### src/rtl/spisr_pkg.sv
`default_nettype none
package spisr_pkg;

  // register indices; byte address is four times the index
  localparam logic [7:0] IDX_DATA   = 8'h21;
  localparam logic [7:0] IDX_CTRL   = 8'h22;
  localparam logic [7:0] IDX_STATUS = 8'h23;

  // status bit positions
  localparam int POS_DONE   = 7;
  localparam int POS_WRITE_COLLISION_FLAG   = 6;
  localparam int POS_OVR    = 5;
  localparam int POS_MODE_FAULT_FLAG   = 4;
  localparam int POS_SOD    = 2;
  localparam int POS_SSM    = 1;
  localparam int POS_SSI    = 0;

  localparam logic [7:0] CTRL_RESET   = 8'h00;
  localparam logic [2:0] CFG_RESET    = 3'h0;
  localparam logic [7:0] DATA_RESET   = 8'h00;
  localparam int         SYNC_STAGES  = 2;

  // sck half periods in core clocks for each divider
  localparam logic [6:0] HALF_DIV4    = 7'h02;
  localparam logic [6:0] HALF_DIV8    = 7'h04;
  localparam logic [6:0] HALF_DIV16   = 7'h08;
  localparam logic [6:0] HALF_DIV32   = 7'h10;
  localparam logic [6:0] HALF_DIV64   = 7'h20;
  localparam logic [6:0] HALF_DIV128  = 7'h40;

  typedef struct packed {
    logic       irq_enable;
    logic       port_enable;
    logic       rate_hi;
    logic       master_select;
    logic       clk_pol;
    logic       clk_pha;
    logic [1:0] rate_lo;
  } spisr_ctrl_t;

  typedef struct packed {
    logic output_disable;
    logic select_source_software;
    logic internal_select_level;
  } spisr_cfg_t;

  typedef struct packed {
    logic sck;
    logic mosi;
    logic miso;
    logic ss_n;
  } spisr_pins_t;

  // synchroniser reset value: select line at its deselected level
  localparam spisr_pins_t PINS_RESET = '{sck: 1'b0, mosi: 1'b0, miso: 1'b0, ss_n: 1'b1};

endpackage
`default_nettype wire

### src/rtl/spisr_shifter.sv
`timescale 1ns/100ps
`default_nettype none
module spisr_shifter
  import spisr_pkg::*;
#(
  parameter int BITS = 8
)
(
  input  wire logic            clk_i,
  input  wire logic            srst_i,
  input  wire logic            enable_i,
  input  wire logic            master_i,
  input  wire logic            cpol_i,
  input  wire logic            cpha_i,
  input  wire logic            selected_i,
  input  wire logic [6:0]      half_i,
  input  wire logic            sck_in_i,
  input  wire logic            sdi_i,
  input  wire logic            load_i,
  input  wire logic [BITS-1:0] tx_i,
  output logic                 sck_o,
  output logic                 sdo_o,
  output logic                 busy_o,
  output logic                 done_o,
  output logic [BITS-1:0]      rx_o
);

  logic [BITS-1:0] shreg;
  logic [3:0]      cnt;
  logic [6:0]      div_cnt;
  logic            sck_q;
  logic            sck_prev;
  logic            mbusy;
  logic            last_q;
  logic            tog;
  logic            chg;
  logic            lead;
  logic            trail;
  logic            sample;
  logic            shift;
  logic            done_now;

  assign tog      = mbusy && (div_cnt == half_i - 7'h01);
  assign chg      = !master_i && selected_i && (sck_in_i != sck_prev);
  assign lead     = master_i ? (tog && sck_q == cpol_i) : (chg && sck_prev == cpol_i);
  assign trail    = master_i ? (tog && sck_q != cpol_i) : (chg && sck_prev != cpol_i);
  assign sample   = cpha_i ? trail : lead;
  assign shift    = cpha_i ? lead : trail;
  assign done_now = sample && (cnt == 4'(BITS - 1));
  assign busy_o   = mbusy || (!master_i && selected_i && cnt != 4'h0);
  assign rx_o     = shreg;
  assign sck_o    = sck_q;

  always_ff @(posedge clk_i)
  begin
    sck_prev <= sck_in_i;
  end

  // master clock generation
  always_ff @(posedge clk_i)
  begin
    if (srst_i || !enable_i || !mbusy)
    begin
      div_cnt <= 7'h00;
      sck_q   <= cpol_i;
    end
    else if (tog)
    begin
      div_cnt <= 7'h00;
      sck_q   <= !sck_q;
    end
    else
    begin
      div_cnt <= div_cnt + 7'h01;
    end
  end

  always_ff @(posedge clk_i)
  begin
    if (srst_i || !enable_i)
    begin
      mbusy  <= 1'b0;
      last_q <= 1'b0;
    end
    else if (load_i && master_i)
    begin
      mbusy  <= 1'b1;
      last_q <= 1'b0;
    end
    else if (trail && (last_q || done_now))
    begin
      mbusy  <= 1'b0;
      last_q <= 1'b0;
    end
    else if (done_now)
    begin
      last_q <= 1'b1;
    end
  end

  always_ff @(posedge clk_i)
  begin
    if (srst_i || !enable_i || (!master_i && !selected_i))
    begin
      cnt <= 4'h0;
    end
    else if (done_now)
    begin
      cnt <= 4'h0;
    end
    else if (sample)
    begin
      cnt <= cnt + 4'h1;
    end
  end

  always_ff @(posedge clk_i)
  begin
    if (srst_i)
    begin
      shreg <= '0;
      sdo_o <= 1'b0;
    end
    else if (load_i)
    begin
      shreg <= tx_i;
      sdo_o <= tx_i[BITS-1];
    end
    else
    begin
      if (sample)
      begin
        shreg <= {shreg[BITS-2:0], sdi_i};
      end
      if (shift)
      begin
        sdo_o <= shreg[BITS-1];
      end
    end
  end

  always_ff @(posedge clk_i)
  begin
    if (srst_i)
    begin
      done_o <= 1'b0;
    end
    else
    begin
      done_o <= enable_i && done_now;
    end
  end

endmodule // spisr_shifter
`default_nettype wire

### src/rtl/spisr_top.sv
`timescale 1ns/100ps
`default_nettype none
module spisr_top
  import spisr_pkg::*;
#(
  parameter int BITS = 8
)
(
  input  wire logic        core_clk_i,
  input  wire logic        srst_i,
  input  wire logic [7:0]  avs_address_i,
  input  wire logic        avs_read_i,
  input  wire logic        avs_write_i,
  input  wire logic [31:0] avs_writedata_i,
  output logic [31:0]      avs_readdata_o,
  output logic             avs_waitrequest_o,
  input  wire logic        sck_i,
  output logic             sck_o,
  output logic             sck_oe_n_o,
  input  wire logic        mosi_i,
  output logic             mosi_o,
  output logic             mosi_oe_n_o,
  input  wire logic        miso_i,
  output logic             miso_o,
  output logic             miso_oe_n_o,
  input  wire logic        ss_n_i,
  output logic             ss_pin_free_o,
  output logic             irq_o
);

  spisr_ctrl_t     ctrl;
  spisr_cfg_t      cfg;
  spisr_pins_t     pin_meta;
  spisr_pins_t     pin_sync;
  logic [BITS-1:0] rx_buffer;
  logic            transfer_done_flag;
  logic            write_collision_flag;
  logic            overrun_flag;
  logic            mode_fault_flag;
  logic            done_armed;
  logic            status_read_seen;
  logic            write_collision_flag_armed;
  logic            mode_fault_flag_armed;
  logic            ack;
  logic            req;
  logic            fire;
  logic            data_rd;
  logic            data_wr;
  logic            ctrl_rd;
  logic            ctrl_wr;
  logic            stat_rd;
  logic            stat_wr;
  logic            ss_level;
  logic            selected;
  logic            fault;
  logic            wr_blocked;
  logic            load;
  logic            busy;
  logic            done;
  logic            sdo;
  logic            sck_gen;
  logic [BITS-1:0] rx_shift;
  logic [7:0]      status_word;

  function automatic logic [6:0] half_period(input logic [2:0] rate);
    case (rate)
      3'h4:    half_period = HALF_DIV4;
      3'h0:    half_period = HALF_DIV8;
      3'h1:    half_period = HALF_DIV16;
      3'h6:    half_period = HALF_DIV32;
      3'h2:    half_period = HALF_DIV64;
      default: half_period = HALF_DIV128;
    endcase
  endfunction

  function automatic logic hit(input logic [7:0] addr, input logic [7:0] idx);
    hit = (addr == idx);
  endfunction

  // pin synchronisers
  always_ff @(posedge core_clk_i)
  begin
    if (srst_i)
    begin
      pin_meta <= PINS_RESET;
      pin_sync <= PINS_RESET;
    end
    else
    begin
      pin_meta <= '{sck: sck_i, mosi: mosi_i, miso: miso_i, ss_n: ss_n_i};
      pin_sync <= pin_meta;
    end
  end

  // bus slave: one wait cycle, then accept
  assign req               = avs_read_i || avs_write_i;
  assign avs_waitrequest_o = req && !ack;
  assign fire              = req && ack;
  assign data_rd           = fire && avs_read_i && hit(avs_address_i, IDX_DATA);
  assign data_wr           = fire && avs_write_i && hit(avs_address_i, IDX_DATA);
  assign ctrl_rd           = fire && avs_read_i && hit(avs_address_i, IDX_CTRL);
  assign ctrl_wr           = fire && avs_write_i && hit(avs_address_i, IDX_CTRL);
  assign stat_rd           = fire && avs_read_i && hit(avs_address_i, IDX_STATUS);
  assign stat_wr           = fire && avs_write_i && hit(avs_address_i, IDX_STATUS);

  always_ff @(posedge core_clk_i)
  begin
    if (srst_i)
    begin
      ack <= 1'b0;
    end
    else
    begin
      ack <= req && !ack;
    end
  end

  always_comb
  begin
    status_word           = 8'h00;
    status_word[POS_DONE] = transfer_done_flag;
    status_word[POS_WRITE_COLLISION_FLAG] = write_collision_flag;
    status_word[POS_OVR]  = overrun_flag;
    status_word[POS_MODE_FAULT_FLAG] = mode_fault_flag;
    status_word[POS_SOD]  = cfg.output_disable;
    status_word[POS_SSM]  = cfg.select_source_software;
    status_word[POS_SSI]  = cfg.internal_select_level;
  end

  // read data captured while waitrequest is high
  always_ff @(posedge core_clk_i)
  begin
    if (srst_i)
    begin
      avs_readdata_o <= 32'h0000_0000;
    end
    else if (avs_read_i && !ack)
    begin
      if (hit(avs_address_i, IDX_DATA))
      begin
        avs_readdata_o <= {24'h00_0000, rx_buffer};
      end
      else if (hit(avs_address_i, IDX_CTRL))
      begin
        avs_readdata_o <= {24'h00_0000, ctrl};
      end
      else if (hit(avs_address_i, IDX_STATUS))
      begin
        avs_readdata_o <= {24'h00_0000, status_word};
      end
      else
      begin
        avs_readdata_o <= 32'h0000_0000;
      end
    end
  end

  // slave select source
  assign ss_level      = cfg.select_source_software ? cfg.internal_select_level : pin_sync.ss_n;
  assign selected      = !ss_level;
  assign ss_pin_free_o = cfg.select_source_software;
  assign fault         = ctrl.master_select && selected;

  // control register
  always_ff @(posedge core_clk_i)
  begin
    if (srst_i)
    begin
      ctrl <= CTRL_RESET;
    end
    else if (fault)
    begin
      ctrl.port_enable   <= 1'b0;
      ctrl.master_select <= 1'b0;
    end
    else if (ctrl_wr)
    begin
      ctrl <= avs_writedata_i[7:0];
    end
  end

  // configuration bits of the status register
  always_ff @(posedge core_clk_i)
  begin
    if (srst_i)
    begin
      cfg <= CFG_RESET;
    end
    else if (stat_wr)
    begin
      cfg <= avs_writedata_i[2:0];
    end
  end

  // transfer done flag and its clear sequence
  always_ff @(posedge core_clk_i)
  begin
    if (srst_i)
    begin
      transfer_done_flag <= 1'b0;
    end
    else if (done)
    begin
      transfer_done_flag <= 1'b1;
    end
    else if (done_armed && (data_rd || data_wr))
    begin
      transfer_done_flag <= 1'b0;
    end
  end

  always_ff @(posedge core_clk_i)
  begin
    if (srst_i)
    begin
      done_armed       <= 1'b0;
      status_read_seen <= 1'b0;
    end
    else if (stat_rd || stat_wr)
    begin
      done_armed       <= 1'b1;
      status_read_seen <= stat_rd || status_read_seen;
    end
    else if (data_rd || data_wr)
    begin
      done_armed       <= 1'b0;
      status_read_seen <= 1'b0;
    end
  end

  // write acceptance
  assign wr_blocked = transfer_done_flag && !status_read_seen;
  assign load       = data_wr && !wr_blocked && !busy && ctrl.port_enable;

  // write collision
  always_ff @(posedge core_clk_i)
  begin
    if (srst_i)
    begin
      write_collision_flag <= 1'b0;
    end
    else if (data_wr && busy)
    begin
      write_collision_flag <= 1'b1;
    end
    else if (write_collision_flag_armed && data_rd)
    begin
      write_collision_flag <= 1'b0;
    end
  end

  always_ff @(posedge core_clk_i)
  begin
    if (srst_i)
    begin
      write_collision_flag_armed <= 1'b0;
    end
    else if (stat_rd)
    begin
      write_collision_flag_armed <= 1'b1;
    end
    else if (data_rd || data_wr)
    begin
      write_collision_flag_armed <= 1'b0;
    end
  end

  // overrun
  always_ff @(posedge core_clk_i)
  begin
    if (srst_i)
    begin
      overrun_flag <= 1'b0;
    end
    else if (done && transfer_done_flag)
    begin
      overrun_flag <= 1'b1;
    end
    else if (stat_rd && avs_readdata_o[POS_OVR])
    begin
      // clear only what this read reported
      overrun_flag <= 1'b0;
    end
  end

  // mode fault
  always_ff @(posedge core_clk_i)
  begin
    if (srst_i)
    begin
      mode_fault_flag <= 1'b0;
    end
    else if (fault)
    begin
      mode_fault_flag <= 1'b1;
    end
    else if (mode_fault_flag_armed && ctrl_wr)
    begin
      mode_fault_flag <= 1'b0;
    end
  end

  always_ff @(posedge core_clk_i)
  begin
    if (srst_i)
    begin
      mode_fault_flag_armed <= 1'b0;
    end
    else if (mode_fault_flag_armed && ctrl_wr)
    begin
      mode_fault_flag_armed <= 1'b0;
    end
    else if (mode_fault_flag && (ctrl_rd || ctrl_wr))
    begin
      mode_fault_flag_armed <= 1'b1;
    end
  end

  // read buffer, kept on overrun
  always_ff @(posedge core_clk_i)
  begin
    if (srst_i)
    begin
      rx_buffer <= BITS'(DATA_RESET);
    end
    else if (done && !transfer_done_flag)
    begin
      rx_buffer <= rx_shift;
    end
  end

  assign irq_o = ctrl.irq_enable && (transfer_done_flag || overrun_flag || mode_fault_flag);

  spisr_shifter #(
    .BITS (BITS)
  ) u_shifter (
    .clk_i      (core_clk_i),
    .srst_i     (srst_i),
    .enable_i   (ctrl.port_enable),
    .master_i   (ctrl.master_select),
    .cpol_i     (ctrl.clk_pol),
    .cpha_i     (ctrl.clk_pha),
    .selected_i (selected),
    .half_i     (half_period({ctrl.rate_hi, ctrl.rate_lo})),
    .sck_in_i   (pin_sync.sck),
    .sdi_i      (ctrl.master_select ? pin_sync.miso : pin_sync.mosi),
    .load_i     (load),
    .tx_i       (avs_writedata_i[BITS-1:0]),
    .sck_o      (sck_gen),
    .sdo_o      (sdo),
    .busy_o     (busy),
    .done_o     (done),
    .rx_o       (rx_shift)
  );

  // pin drivers, enables active low
  assign sck_o       = sck_gen;
  assign mosi_o      = sdo;
  assign miso_o      = sdo;
  assign sck_oe_n_o  = !(ctrl.port_enable && ctrl.master_select);
  assign mosi_oe_n_o = !(ctrl.port_enable && ctrl.master_select && !cfg.output_disable);
  assign miso_oe_n_o = !(ctrl.port_enable && !ctrl.master_select && selected && !cfg.output_disable);

endmodule // spisr_top
`default_nettype wire

### config.mk
export PLATFORM = sky130hd
export DESIGN_NAME = spisr_top
export DESIGN_NICKNAME = d
export VERILOG_FILES = /design/src/rtl/spisr_pkg.sv /design/src/rtl/spisr_shifter.sv /design/src/rtl/spisr_top.sv
export SDC_FILE = /design/constraint.sdc
export NUM_CORES = 1
export LEC_CHECK = 0
export BUFFER_PORTS_ARGS = -buffer_cell sky130_fd_sc_hd__buf_4
export CORE_MARGIN = 3
export CORE_UTILIZATION = 55
export DETAILED_ROUTE_END_ITERATION = 6
export PLACE_DENSITY = 0.83
export SYNTH_ARGS = -nofsm -noshare
export SYNTH_HDL_FRONTEND = slang
export SYNTH_SLANG_ARGS = --single-unit
export TNS_END_PERCENT = 10
### constraint.sdc
create_clock -name core_clk_i -period 7.2 [get_ports core_clk_i]
set_input_delay 2.16 -clock core_clk_i [delete_from_list [all_inputs] [get_ports core_clk_i]]
set_output_delay 2.16 -clock core_clk_i [all_outputs]
set_load 0.01 [all_outputs]
==> results of run 1 <==
[synth_stat cells, drive strengths merged (3+ instances only)]
library cell / number
nand3b: 8
inv: 10
nor3: 22
xnor2: 4
or2: 3
a221o: 7
nor2: 43
ha: 3
o31ai: 3
nand4: 3
xor2: 4
nor2b: 9
dfxtp: 68
a211o: 3
o21ai: 17
a211oi: 4
nand2: 32
nand2b: 3
a21oi: 26
buf: 30
clkbuf: 15
or4: 3
or3: 3
nand3: 20
nor3b: 10
mux2i: 13
nor4: 4
[worst min-delay path by stage]
| stage | cells past startpoint | to | slack [ns] | startpoint |
|---|---|---|---|---|
| floorplan | 0 | u_shifter.sck_prev$_DFF_P_ | 0.37 | pin_sync[3]$_SDFF_PP0_ |
| global placement | 0 | u_shifter.sck_prev$_DFF_P_ | 0.38 | pin_sync[3]$_SDFF_PP0_ |
| detailed placement | 0 | u_shifter.sck_prev$_DFF_P_ | 0.39 | pin_sync[3]$_SDFF_PP0_ |
| CTS | 0 | u_shifter.sck_prev$_DFF_P_ | 0.40 | pin_sync[3]$_SDFF_PP0_ |
| global route | 0 | u_shifter.sck_prev$_DFF_P_ | 0.41 | pin_sync[3]$_SDFF_PP0_ |
| finish | 0 | u_shifter.sck_prev$_DFF_P_ | 0.40 | pin_sync[3]$_SDFF_PP0_ |
[cells in the final DEF, fill, tap and decap left out, types with 3 or more instances in the layout]
master	count
a211o_1	3
a211oi_1	3
a21oi_1	26
a221o_1	7
buf_4	42
clkbuf_8	13
conb_1	24
dfxtp_1	68
ha_1	3
inv_1	10
mux2i_1	13
nand2_1	32
nand2b_1	3
nand3_1	20
nand3b_1	8
nand4_1	3
nor2_1	43
nor2b_1	9
nor3_1	21
nor3b_1	10
o21ai_0	7
o21ai_1	9
or2_2	3
or4_1	3
xnor2_1	4
xor2_1	4
[flip-flops by register name, indices dropped and copies added, names as in the netlist, 4 cells and up]
name               flops
u_shifter.cnt          4
pin_meta               4
u_shifter.div_cnt      7
avs_readdata_o         8
u_shifter.rx_o         8
ctrl                   8
pin_sync               4
rx_buffer              8
[area by class of cell]
type,count,share of cell area (%)
Clock buffer,13,4.73
Clock inverter,1,0.132
Inverter,10,0.992
Multi-Input combinational cell,296,46.7
Sequential cell,69,36.8
Tap cell,72,2.38
Timing Repair Buffer,42,8.33
[stage by stage]
step	power [µW]	worst slack (ns)	hold WS, ns	util, %	cell area [µm²]
after floorplan	438	2.69	0.369	-	3470
after global placement	449	2.42	0.377	62.7	3600
after detailed placement	450	2.42	0.388	62.7	3600
after CTS	740	2.41	0.398	65.9	3780
after global routing	764	2.32	0.409	65.9	3780
final	735	2.41	0.399	65.9	3780
[per-layer routing]
metal	GRT usage (%)	vias to the layer above	share of wire, %
li1	-	1417	-
met1	28.1	1379	44
met2	36.8	118	47
met3	4.32	16	7.0
met4	9.78	0	2.3
met5	0	-	0
[cells by family after synthesis]
family | Yosys count
AOI/OAI and AO/OA | 79
xor gates and xnor gates | 8
adders and majority gates | 3
buffers and inverters | 55
DFF | 69
muxes | 14
other | 1
and+or+nand+nor | 168
[power breakdown]
part / total, µW / switching [µW] / leakage [µW] / internal, µW
logic: 49.7 / 28.4 / 0.000778 / 21.3
clock network: 293 / 135 / 0.0000974 / 158
registers: 392 / 3.53 / 0.000564 / 388
==> results.md, run 1 <==
* Synth Cell Area at 3380 µm²
* Post-route insts no fill at 503
* RSZ-0062 raised after global routing: false
* FMAX at 209 MHz
* Area grow syn2layout at 11.9%
* Sequential standard cell area at 1390 µm²
* Crit Reg-Reg Endpoint: u_shifter.rx_o[6]$_SDFFE_PP0P_
* CP arrival at 2.63 ns
* # setup viols final at 0
* CTS buffer count at 9
* Crit Reg-Reg Startpoint: ctrl[5]$_SDFFE_PP0P_
* Startpoint types: input pin
* Worst slew pin tran at 1.02 ns
* Pins Over Slew Limit at 0
* Minimum clock period after layout at 4.79 ns
* Die footprint at 7130 µm²
* Cts hold-fix bufs at 0
* Placed Cells at 489
* Routed WL at 7.80 mm
* Core area at 5740 µm²
* XOR/XNOR Fraction of Synth Area at 2.07%
* DRT Pass-1 Iters at 7
* Largest net degree at the start of global routing at 62
* Clock Skew at 0.00560 ns
* Post-route ant nets at 0
* Async set-reset flop share out of synthesis at 0%
* Die Height at 84.4 µm
* Buf+Inv Stages, Crit Path at 2
* Mux contribution to synthesized area at 4.18%
* Crit path max-delay cell type: buf_4
* # port buffers at 40
* Width of the die at 84.4 µm
* Hold Crit Class: reg -> reg
* Average wire per standard cell at 15.5 µm
* Overall fraction of global-route tracks in use at 22.2%
* Post-Route Setup TNS at 0 ns
* Predominant post-synthesis flop cell: dfxtp_1
* DRC violations left at 2
* Clk slew on worst S/H paths at 0.06 ns
* Synth area leader: dfxtp_1
* Setup crit end kind: primary output
* Sequential fraction of the synthesis area at 41.1%
* Synth Instances at 397
* Row Count at 27
* Layout net count at 479
* Worst reg-to-reg path cell count at 6
* H-tree depth at 3
* Vias at 2930
* Area occupied by multi-input gates at 1770 µm²
* Reg-to-reg slack, setup at 4.54 ns
* Leakage at 0.00144 µW
* Antenna cells at 0
* Final Hold Viols at 0
* First-pass GRT wire length at 12.8 mm
* Vias per cell at 5.83
* Post-synthesis compound-gate area fraction at 16.2%
* Post-Synth Adder-Cell Area at 1.11%
* Routability cong. at 0.955
* Hpwl dp at 5.57 mm
* Post-synth EDFFs at 1
* CTS root buffer: clkbuf_8
* Largest family of logic cells by synthesized area: simple AND/OR/NAND/NOR gates
* Top cell type's share of synthesized area at 40.2%
* TritonCTS clock tree: built
* Syn_area_per_cell at 8.52 µm²
* Number of global-route vias before repair at 2760
* Clock tree sinks at 69
* I/O Pins at 89
* Cell variety after synth at 59
* Worst Setup SP: avs_write_i
* Antenna violations before repair at 0
* Initial Util at 58.9%
* Cts repair resizes at 0
* Peak supply drop at 0.000133 V
* Crit-path max FO at 6
* Max-Cap Viols at 0
* Ratio of cells with drive above 1 in the final layout at 15.8%
* Pwr dens at 194 nW/µm²
* Failing checks: DRC
* FILL cells at 492
* Setup CP Type: in -> out
* Largest stage delay, worst path at 0.15 ns
* Synth warnings at 0
* Total grt overflow at 0
* Outcome: finished with violations
* Delay-heaviest family, CP: buffers and inverters
* Worst path cell trace: buf_4, nor2_1, nor2_1, buf_4
* Required time worst endpoint at 5.04 ns
* Worst slew margin at 32.2%
* Synth Register Bits at 69
* Synth Area in Simple Gates at 26.0%
* Maximum clock path buffer count at 2
* Starting DRT DRC Count at 256
* Critical Path Sink: avs_waitrequest_o
* Setup bufs post-CTS at 0
* Period utilisation layout at 66.6%
* Worst-skew pair later-pin latency at 0.34 ns
* Stages on worst setup path at 4
* Top cells by area, synth: dfxtp_1, buf_4, nor2_1
(Power assumes the default switching activity.)
==> inputs of run 2 (changes only) <==
Settings changed: CORE_UTILIZATION 55 to 53, PLACE_DENSITY 0.83 to 0.8.
Clock period 7.2 ns to 4.6 ns, I/O delays scaled along.
==> results.md, run 2 (synthesis gave the netlist of run 1 again) <==
* Hold Crit Class: reg -> reg
* CTS buffer count at 9 (unchanged)
* Leakage at 0.00146 µW (+1.3%)
* Placed Cells at 493 (+0.82%)
* Setup CP Type: in -> out
* Width of the die at 85.9 µm (+1.7%)
* Placed inst area at 3610 µm² (+0.31%)
* Die Height at 85.9 µm (+1.7%)
* Buf+Inv Stages, Crit Path at 2 (unchanged)
* Average wire per standard cell at 15.2 µm (-1.8%)
* Maximum clock path buffer count at 2 (unchanged)
* Post-route ant nets at 0 (unchanged)
* Outcome: completed
* Delay-heaviest family, CP: buffers and inverters
* Vias at 2939 (+0.31%)
* Sequential standard cell area at 1390 µm² (unchanged)
* Antenna cells at 0 (unchanged)
* Period utilisation layout at 70.5%
* Row Count at 28 (+3.7%)
* Worst slew margin at 28.5% (-3.7 points)
* Final Hold Viols at 0 (unchanged)
* Worst slew pin tran at 1.07 ns (+0.0549 ns)
* Largest stage delay, worst path at 0.15 ns (about the same)
* Minimum clock period after layout at 3.24 ns
* DRC violations left at 0 (-2)
* Cts repair resizes at 0 (unchanged)
* Crit path max-delay cell type: buf_4
* Largest net degree at the start of global routing at 62 (unchanged)
* Startpoint types: input pin
* Max-Cap Viols at 0 (unchanged)
* Starting DRT DRC Count at 191 (-25%)
* Setup crit end kind: primary output
* H-tree depth at 3 (unchanged)
* Post-route insts no fill at 509 (+1.2%)
* Routed WL at 7.75 mm (-0.62%)
* Pins Over Slew Limit at 0 (unchanged)
* Die footprint at 7380 µm² (+3.5%)
* FMAX at 308 MHz
* # setup viols final at 0 (unchanged)
* Initial Util at 55.8% (-3.1 points)
* First-pass GRT wire length at 12.4 mm (-2.4%)
* Setup bufs post-CTS at 0 (unchanged)
* Worst-skew pair later-pin latency at 0.34 ns (about the same)
* Pwr dens at 318 nW/µm² (+64%)
* Crit-path max FO at 6 (unchanged)
* Most common cell after layout, fill and taps aside: dfxtp_1
* TritonCTS clock tree: built
* Peak supply drop at 0.000169 V (+27%)
* Clock Skew at 0.00835 ns (+0.00275 ns)
* Vias per cell at 5.77 (-0.88%)
* FILL cells at 553 (+12%)
* Number of global-route vias before repair at 2715 (-1.6%)
* Clk slew on worst S/H paths at 0.07 ns (about the same)
* Final instance area at 3830 µm² (+1.2%)
* I/O Pins at 89 (unchanged)
* Routability cong. at 0.849 (-11%)
* Worst path cell trace: buf_4, nor2_1, nor2_1, buf_4
* Ratio of cells with drive above 1 in the final layout at 16.4% (+0.58 points)
* Area grow syn2layout at 13.2%
* Required time worst endpoint at 3.22 ns (-1.82 ns)
* DRT Pass-1 Iters at 5 (-2)
* Post-Route Setup TNS at 0 ns (unchanged)
* Antenna violations before repair at 0 (unchanged)
* Core area at 6060 µm² (+5.5%)
* Post-Route Utilization at 63.2% (-2.7 points)
* # port buffers at 40 (unchanged)
* CTS root buffer: clkbuf_8
* Commonest non-fill, non-tap cells in the layout: dfxtp_1, nor2_1, buf_4
* Clock tree sinks at 69 (unchanged)
* CP arrival at 1.86 ns (-0.77 ns)
* RSZ-0062 raised after global routing: false
* Overall fraction of global-route tracks in use at 21.2% (-1.0 points)
* Area occupied by multi-input gates at 1770 µm² (unchanged)
* Total grt overflow at 0 (unchanged)
* Hpwl dp at 5.62 mm (+0.93%)
* Cts hold-fix bufs at 0 (unchanged)
* Layout net count at 480 (+0.21%)
## run 2: changes by cell type in the layout (fill, tap and decap cells not counted)
cell        change
buf_4           +1
clkinv_4        +1
clkinvlp_4      +1
clkbuf_8        -3
clkinv_2        +1
bufinv_16       +1
clkbuf_16       +1
## run 2: worst paths after layout
path	from	to	slack (ns)	cells past startpoint
setup / recovery	avs_write_i	avs_waitrequest_o	1.36	4
hold / removal	pin_sync[3]$_SDFF_PP0_	u_shifter.sck_prev$_DFF_P_	0.39	0
setup reg to reg	ctrl[1]$_SDFFE_PP0P_	u_shifter.rx_o[6]$_SDFFE_PP0P_	1.92	6
hold reg to reg	pin_sync[3]$_SDFF_PP0_	u_shifter.sck_prev$_DFF_P_	0.39	0
## run 2: per-stage QoR
stage	hold WS [ns]	total power (µW)	setup WS [ns]
after floorplan	0.369	685	1.49
after global placement	0.377	702	1.32
after detailed placement	0.386	703	1.29
after CTS	0.397	1220	1.35
after global routing	0.420	1260	1.31
final	0.393	1220	1.36
## run 2: power by group
part	total (µW)	internal, µW	switching (µW)
clock	528	297	231
sequential	613	607	5.69
combinational	77.0	33.4	43.6
total	1220	938	280
## run 2: per-layer routing
metal	track usage, %	part of all wire (%)
met5	0	0
met4	10.6	3.0
met1	27.7	43
met3	3.94	7.8
met2	33.3	46
## run 2: cell type report
class | instances | share of cell area (%)
repair buffers | 43 | 8.43
clock buffers | 11 | 4.25
inverters | 10 | 0.980
flip-flops and latches | 69 | 36.3
clock inverters | 5 | 1.47
multi-input cells | 296 | 46.1
well taps | 75 | 2.45
==> inputs of run 3 (changes only) <==
Settings changed: CORE_UTILIZATION 53 to 48, PLACE_DENSITY 0.8 to 0.77.
Clock period 4.6 ns to 2.9 ns, I/O delays scaled along.
==> results.md, run 3 (synthesis gave the netlist of run 1 again) <==
* Outcome: completed
* Setup CP Type: reg -> reg
* # port buffers at 40 (unchanged)
* Setup crit end kind: flip-flop
* CTS root buffer: clkbuf_8
* Worst path cell trace: nor3b_1, xnor2_1, nor4_4, a211oi_2, o21bai_1, a221oi_1
* Row Count at 29 (+3.6%)
* RSZ-0062 raised after global routing: false
* Average wire per standard cell at 14.7 µm (-3.4%)
* Vias per cell at 5.55 (-3.8%)
* Cts repair resizes at 0 (unchanged)
* Die Height at 90.0 µm (+4.7%)
* DRC violations left at 0 (unchanged)
* Most common cell after layout, fill and taps aside: dfxtp_1
* CTS buffer count at 9 (unchanged)
* Layout net count at 485 (+1.0%)
* Buf+Inv Stages, Crit Path at 0 (-2)
* Largest stage delay, worst path at 0.88 ns (+0.73 ns)
* Max-Cap Viols at 0 (unchanged)
* Vias at 2949 (+0.34%)
* Starting DRT DRC Count at 279 (+46%)
* Design Power at 1760 µW (+45%)
* Ratio of cells with drive above 1 in the final layout at 16.9% (+0.54 points)
* Sequential Power Share at 55.1% (+4.8 points)
* Routability cong. at 0.890 (+4.8%)
* Pins Over Slew Limit at 0 (unchanged)
* Sw Ratio at 23.8% (+0.79 points)
* Delay-heaviest family, CP: compound AO/OA/AOI/OAI gates
* Pwr dens at 460 nW/µm² (+45%)
* # setup viols final at 0 (unchanged)
* Width of the die at 90.0 µm (+4.7%)
* I/O Pins at 89 (unchanged)
* Antenna violations before repair at 0 (unchanged)
* Clock Skew at 0.00784 ns (-0.000507 ns)
* Psw at 420 µW (+50%)
* Antenna cells at 0 (unchanged)
* Maximum clock path buffer count at 2 (unchanged)
* Minimum clock period after layout at 2.70 ns
* Comb power frac at 7.1% (+0.8 points)
* Total grt overflow at 0 (unchanged)
* Commonest non-fill, non-tap cells in the layout: dfxtp_1, buf_4, nor2_1
* Initial Util at 51.2% (-4.6 points)
* Post-route ant nets at 0 (unchanged)
* Worst setup margin at 0.204 ns (-1.15 ns)
* Cts hold-fix bufs at 0 (unchanged)
* First-pass GRT wire length at 12.8 mm (+3.1%)
* Setup bufs post-CTS at 0 (unchanged)
* Required time worst endpoint at 3.14 ns (-0.08 ns)
* Leakage at 0.00146 µW (about the same)
* Core area at 6600 µm² (+9.0%)
* Crit path max-delay cell type: a211oi_2
* Area grow syn2layout at 13.4%
* DP Worst Slack at 0.219 ns (-1.07 ns)
* FILL cells at 651 (+18%)
* Largest net degree at the start of global routing at 42 (-32%)
* TritonCTS clock tree: built
* DRT Pass-1 Iters at 4 (-1)
* Die footprint at 8090 µm² (+9.7%)
* Clk slew on worst S/H paths at 0.07 ns (about the same)
* Hpwl dp at 5.91 mm (+5.0%)
* H-tree depth at 3 (unchanged)
* Clk pwr share at 37.8% (-5.6 points)
* P_int at 1340 µW (+43%)
* Number of global-route vias before repair at 2692 (-0.85%)
* Startpoint types: flip-flop
* Worst-skew pair later-pin latency at 0.34 ns (about the same)
* Hold Crit Class: reg -> reg
* Crit-path max FO at 15 (+9)
* Worst slew margin at 32.5% (+4.0 points)
* Period utilisation layout at 93.0%
* Worst slew pin tran at 1.01 ns (-0.0593 ns)
* Overall fraction of global-route tracks in use at 19.1% (-2.1 points)
* FMAX at 371 MHz
* Routed WL at 7.81 mm (+0.77%)
* Final Hold Viols at 0 (unchanged)
* Post-Route Setup TNS at 0 ns (unchanged)
* Clock tree sinks at 69 (unchanged)
* CP arrival at 2.93 ns (+1.07 ns)
* Peak supply drop at 0.000322 V (+90%)
[run 3: power groups by stage]
stage / logic (µW) / registers, µW / clock network (µW)
after floorplan: 91.6 / 995 / 0
after global placement: 122 / 994 / 0
after detailed placement: 124 / 994 / 0
after CTS: 124 / 972 / 685
after global routing: 138 / 974 / 728
final: 126 / 972 / 666
[run 3: final cells by class]
| cell class | count | area (µm²) | area share, % |
|---|---|---|---|
| multi-input combinational | 296 | 1770 | 46.0 |
| sequential | 69 | 1390 | 36.3 |
| timing repair buffer | 48 | 360 | 9.39 |
| clock buffer | 11 | 141 | 3.68 |
| tap | 93 | 116 | 3.03 |
| inverter | 10 | 37.5 | 0.978 |
| clock inverter | 4 | 23.8 | 0.619 |
[run 3: worst paths after layout]
check                                            start                           end  slack, ns  depth (start not counted)
worst min-delay path            pin_sync[3]$_SDFF_PP0_    u_shifter.sck_prev$_DFF_P_       0.40                          0
worst max-delay path              ctrl[1]$_SDFFE_PP0P_  u_shifter.mbusy$_SDFFE_PP0P_       0.20                          6
worst max register to register    ctrl[1]$_SDFFE_PP0P_  u_shifter.mbusy$_SDFFE_PP0P_       0.20                          6
worst min register to register  pin_sync[3]$_SDFF_PP0_    u_shifter.sck_prev$_DFF_P_       0.40                          0
[run 3: layer usage]
metal  up-vias  part of all wire (%)  global-route usage, %
met5         -                     0                      0
met4         0                   1.5                   6.12
met3        14                   7.0                   4.42
met2       117                    48                   31.2
met1      1381                    44                   25.1
li1       1437                     -                      -
[run 3: through the flow]
stage          area [µm²]  instances  hold WS [ns]  util, %
3_5_place_dp         3670        516         0.390     55.6
3_3_place_gp         3670        516         0.377     55.6
2_1_floorplan        3470        420         0.369        -
5_1_grt              3840        531         0.412     58.1
4_1_cts              3840        531         0.400     58.1
6_report             3840        531         0.400     58.1
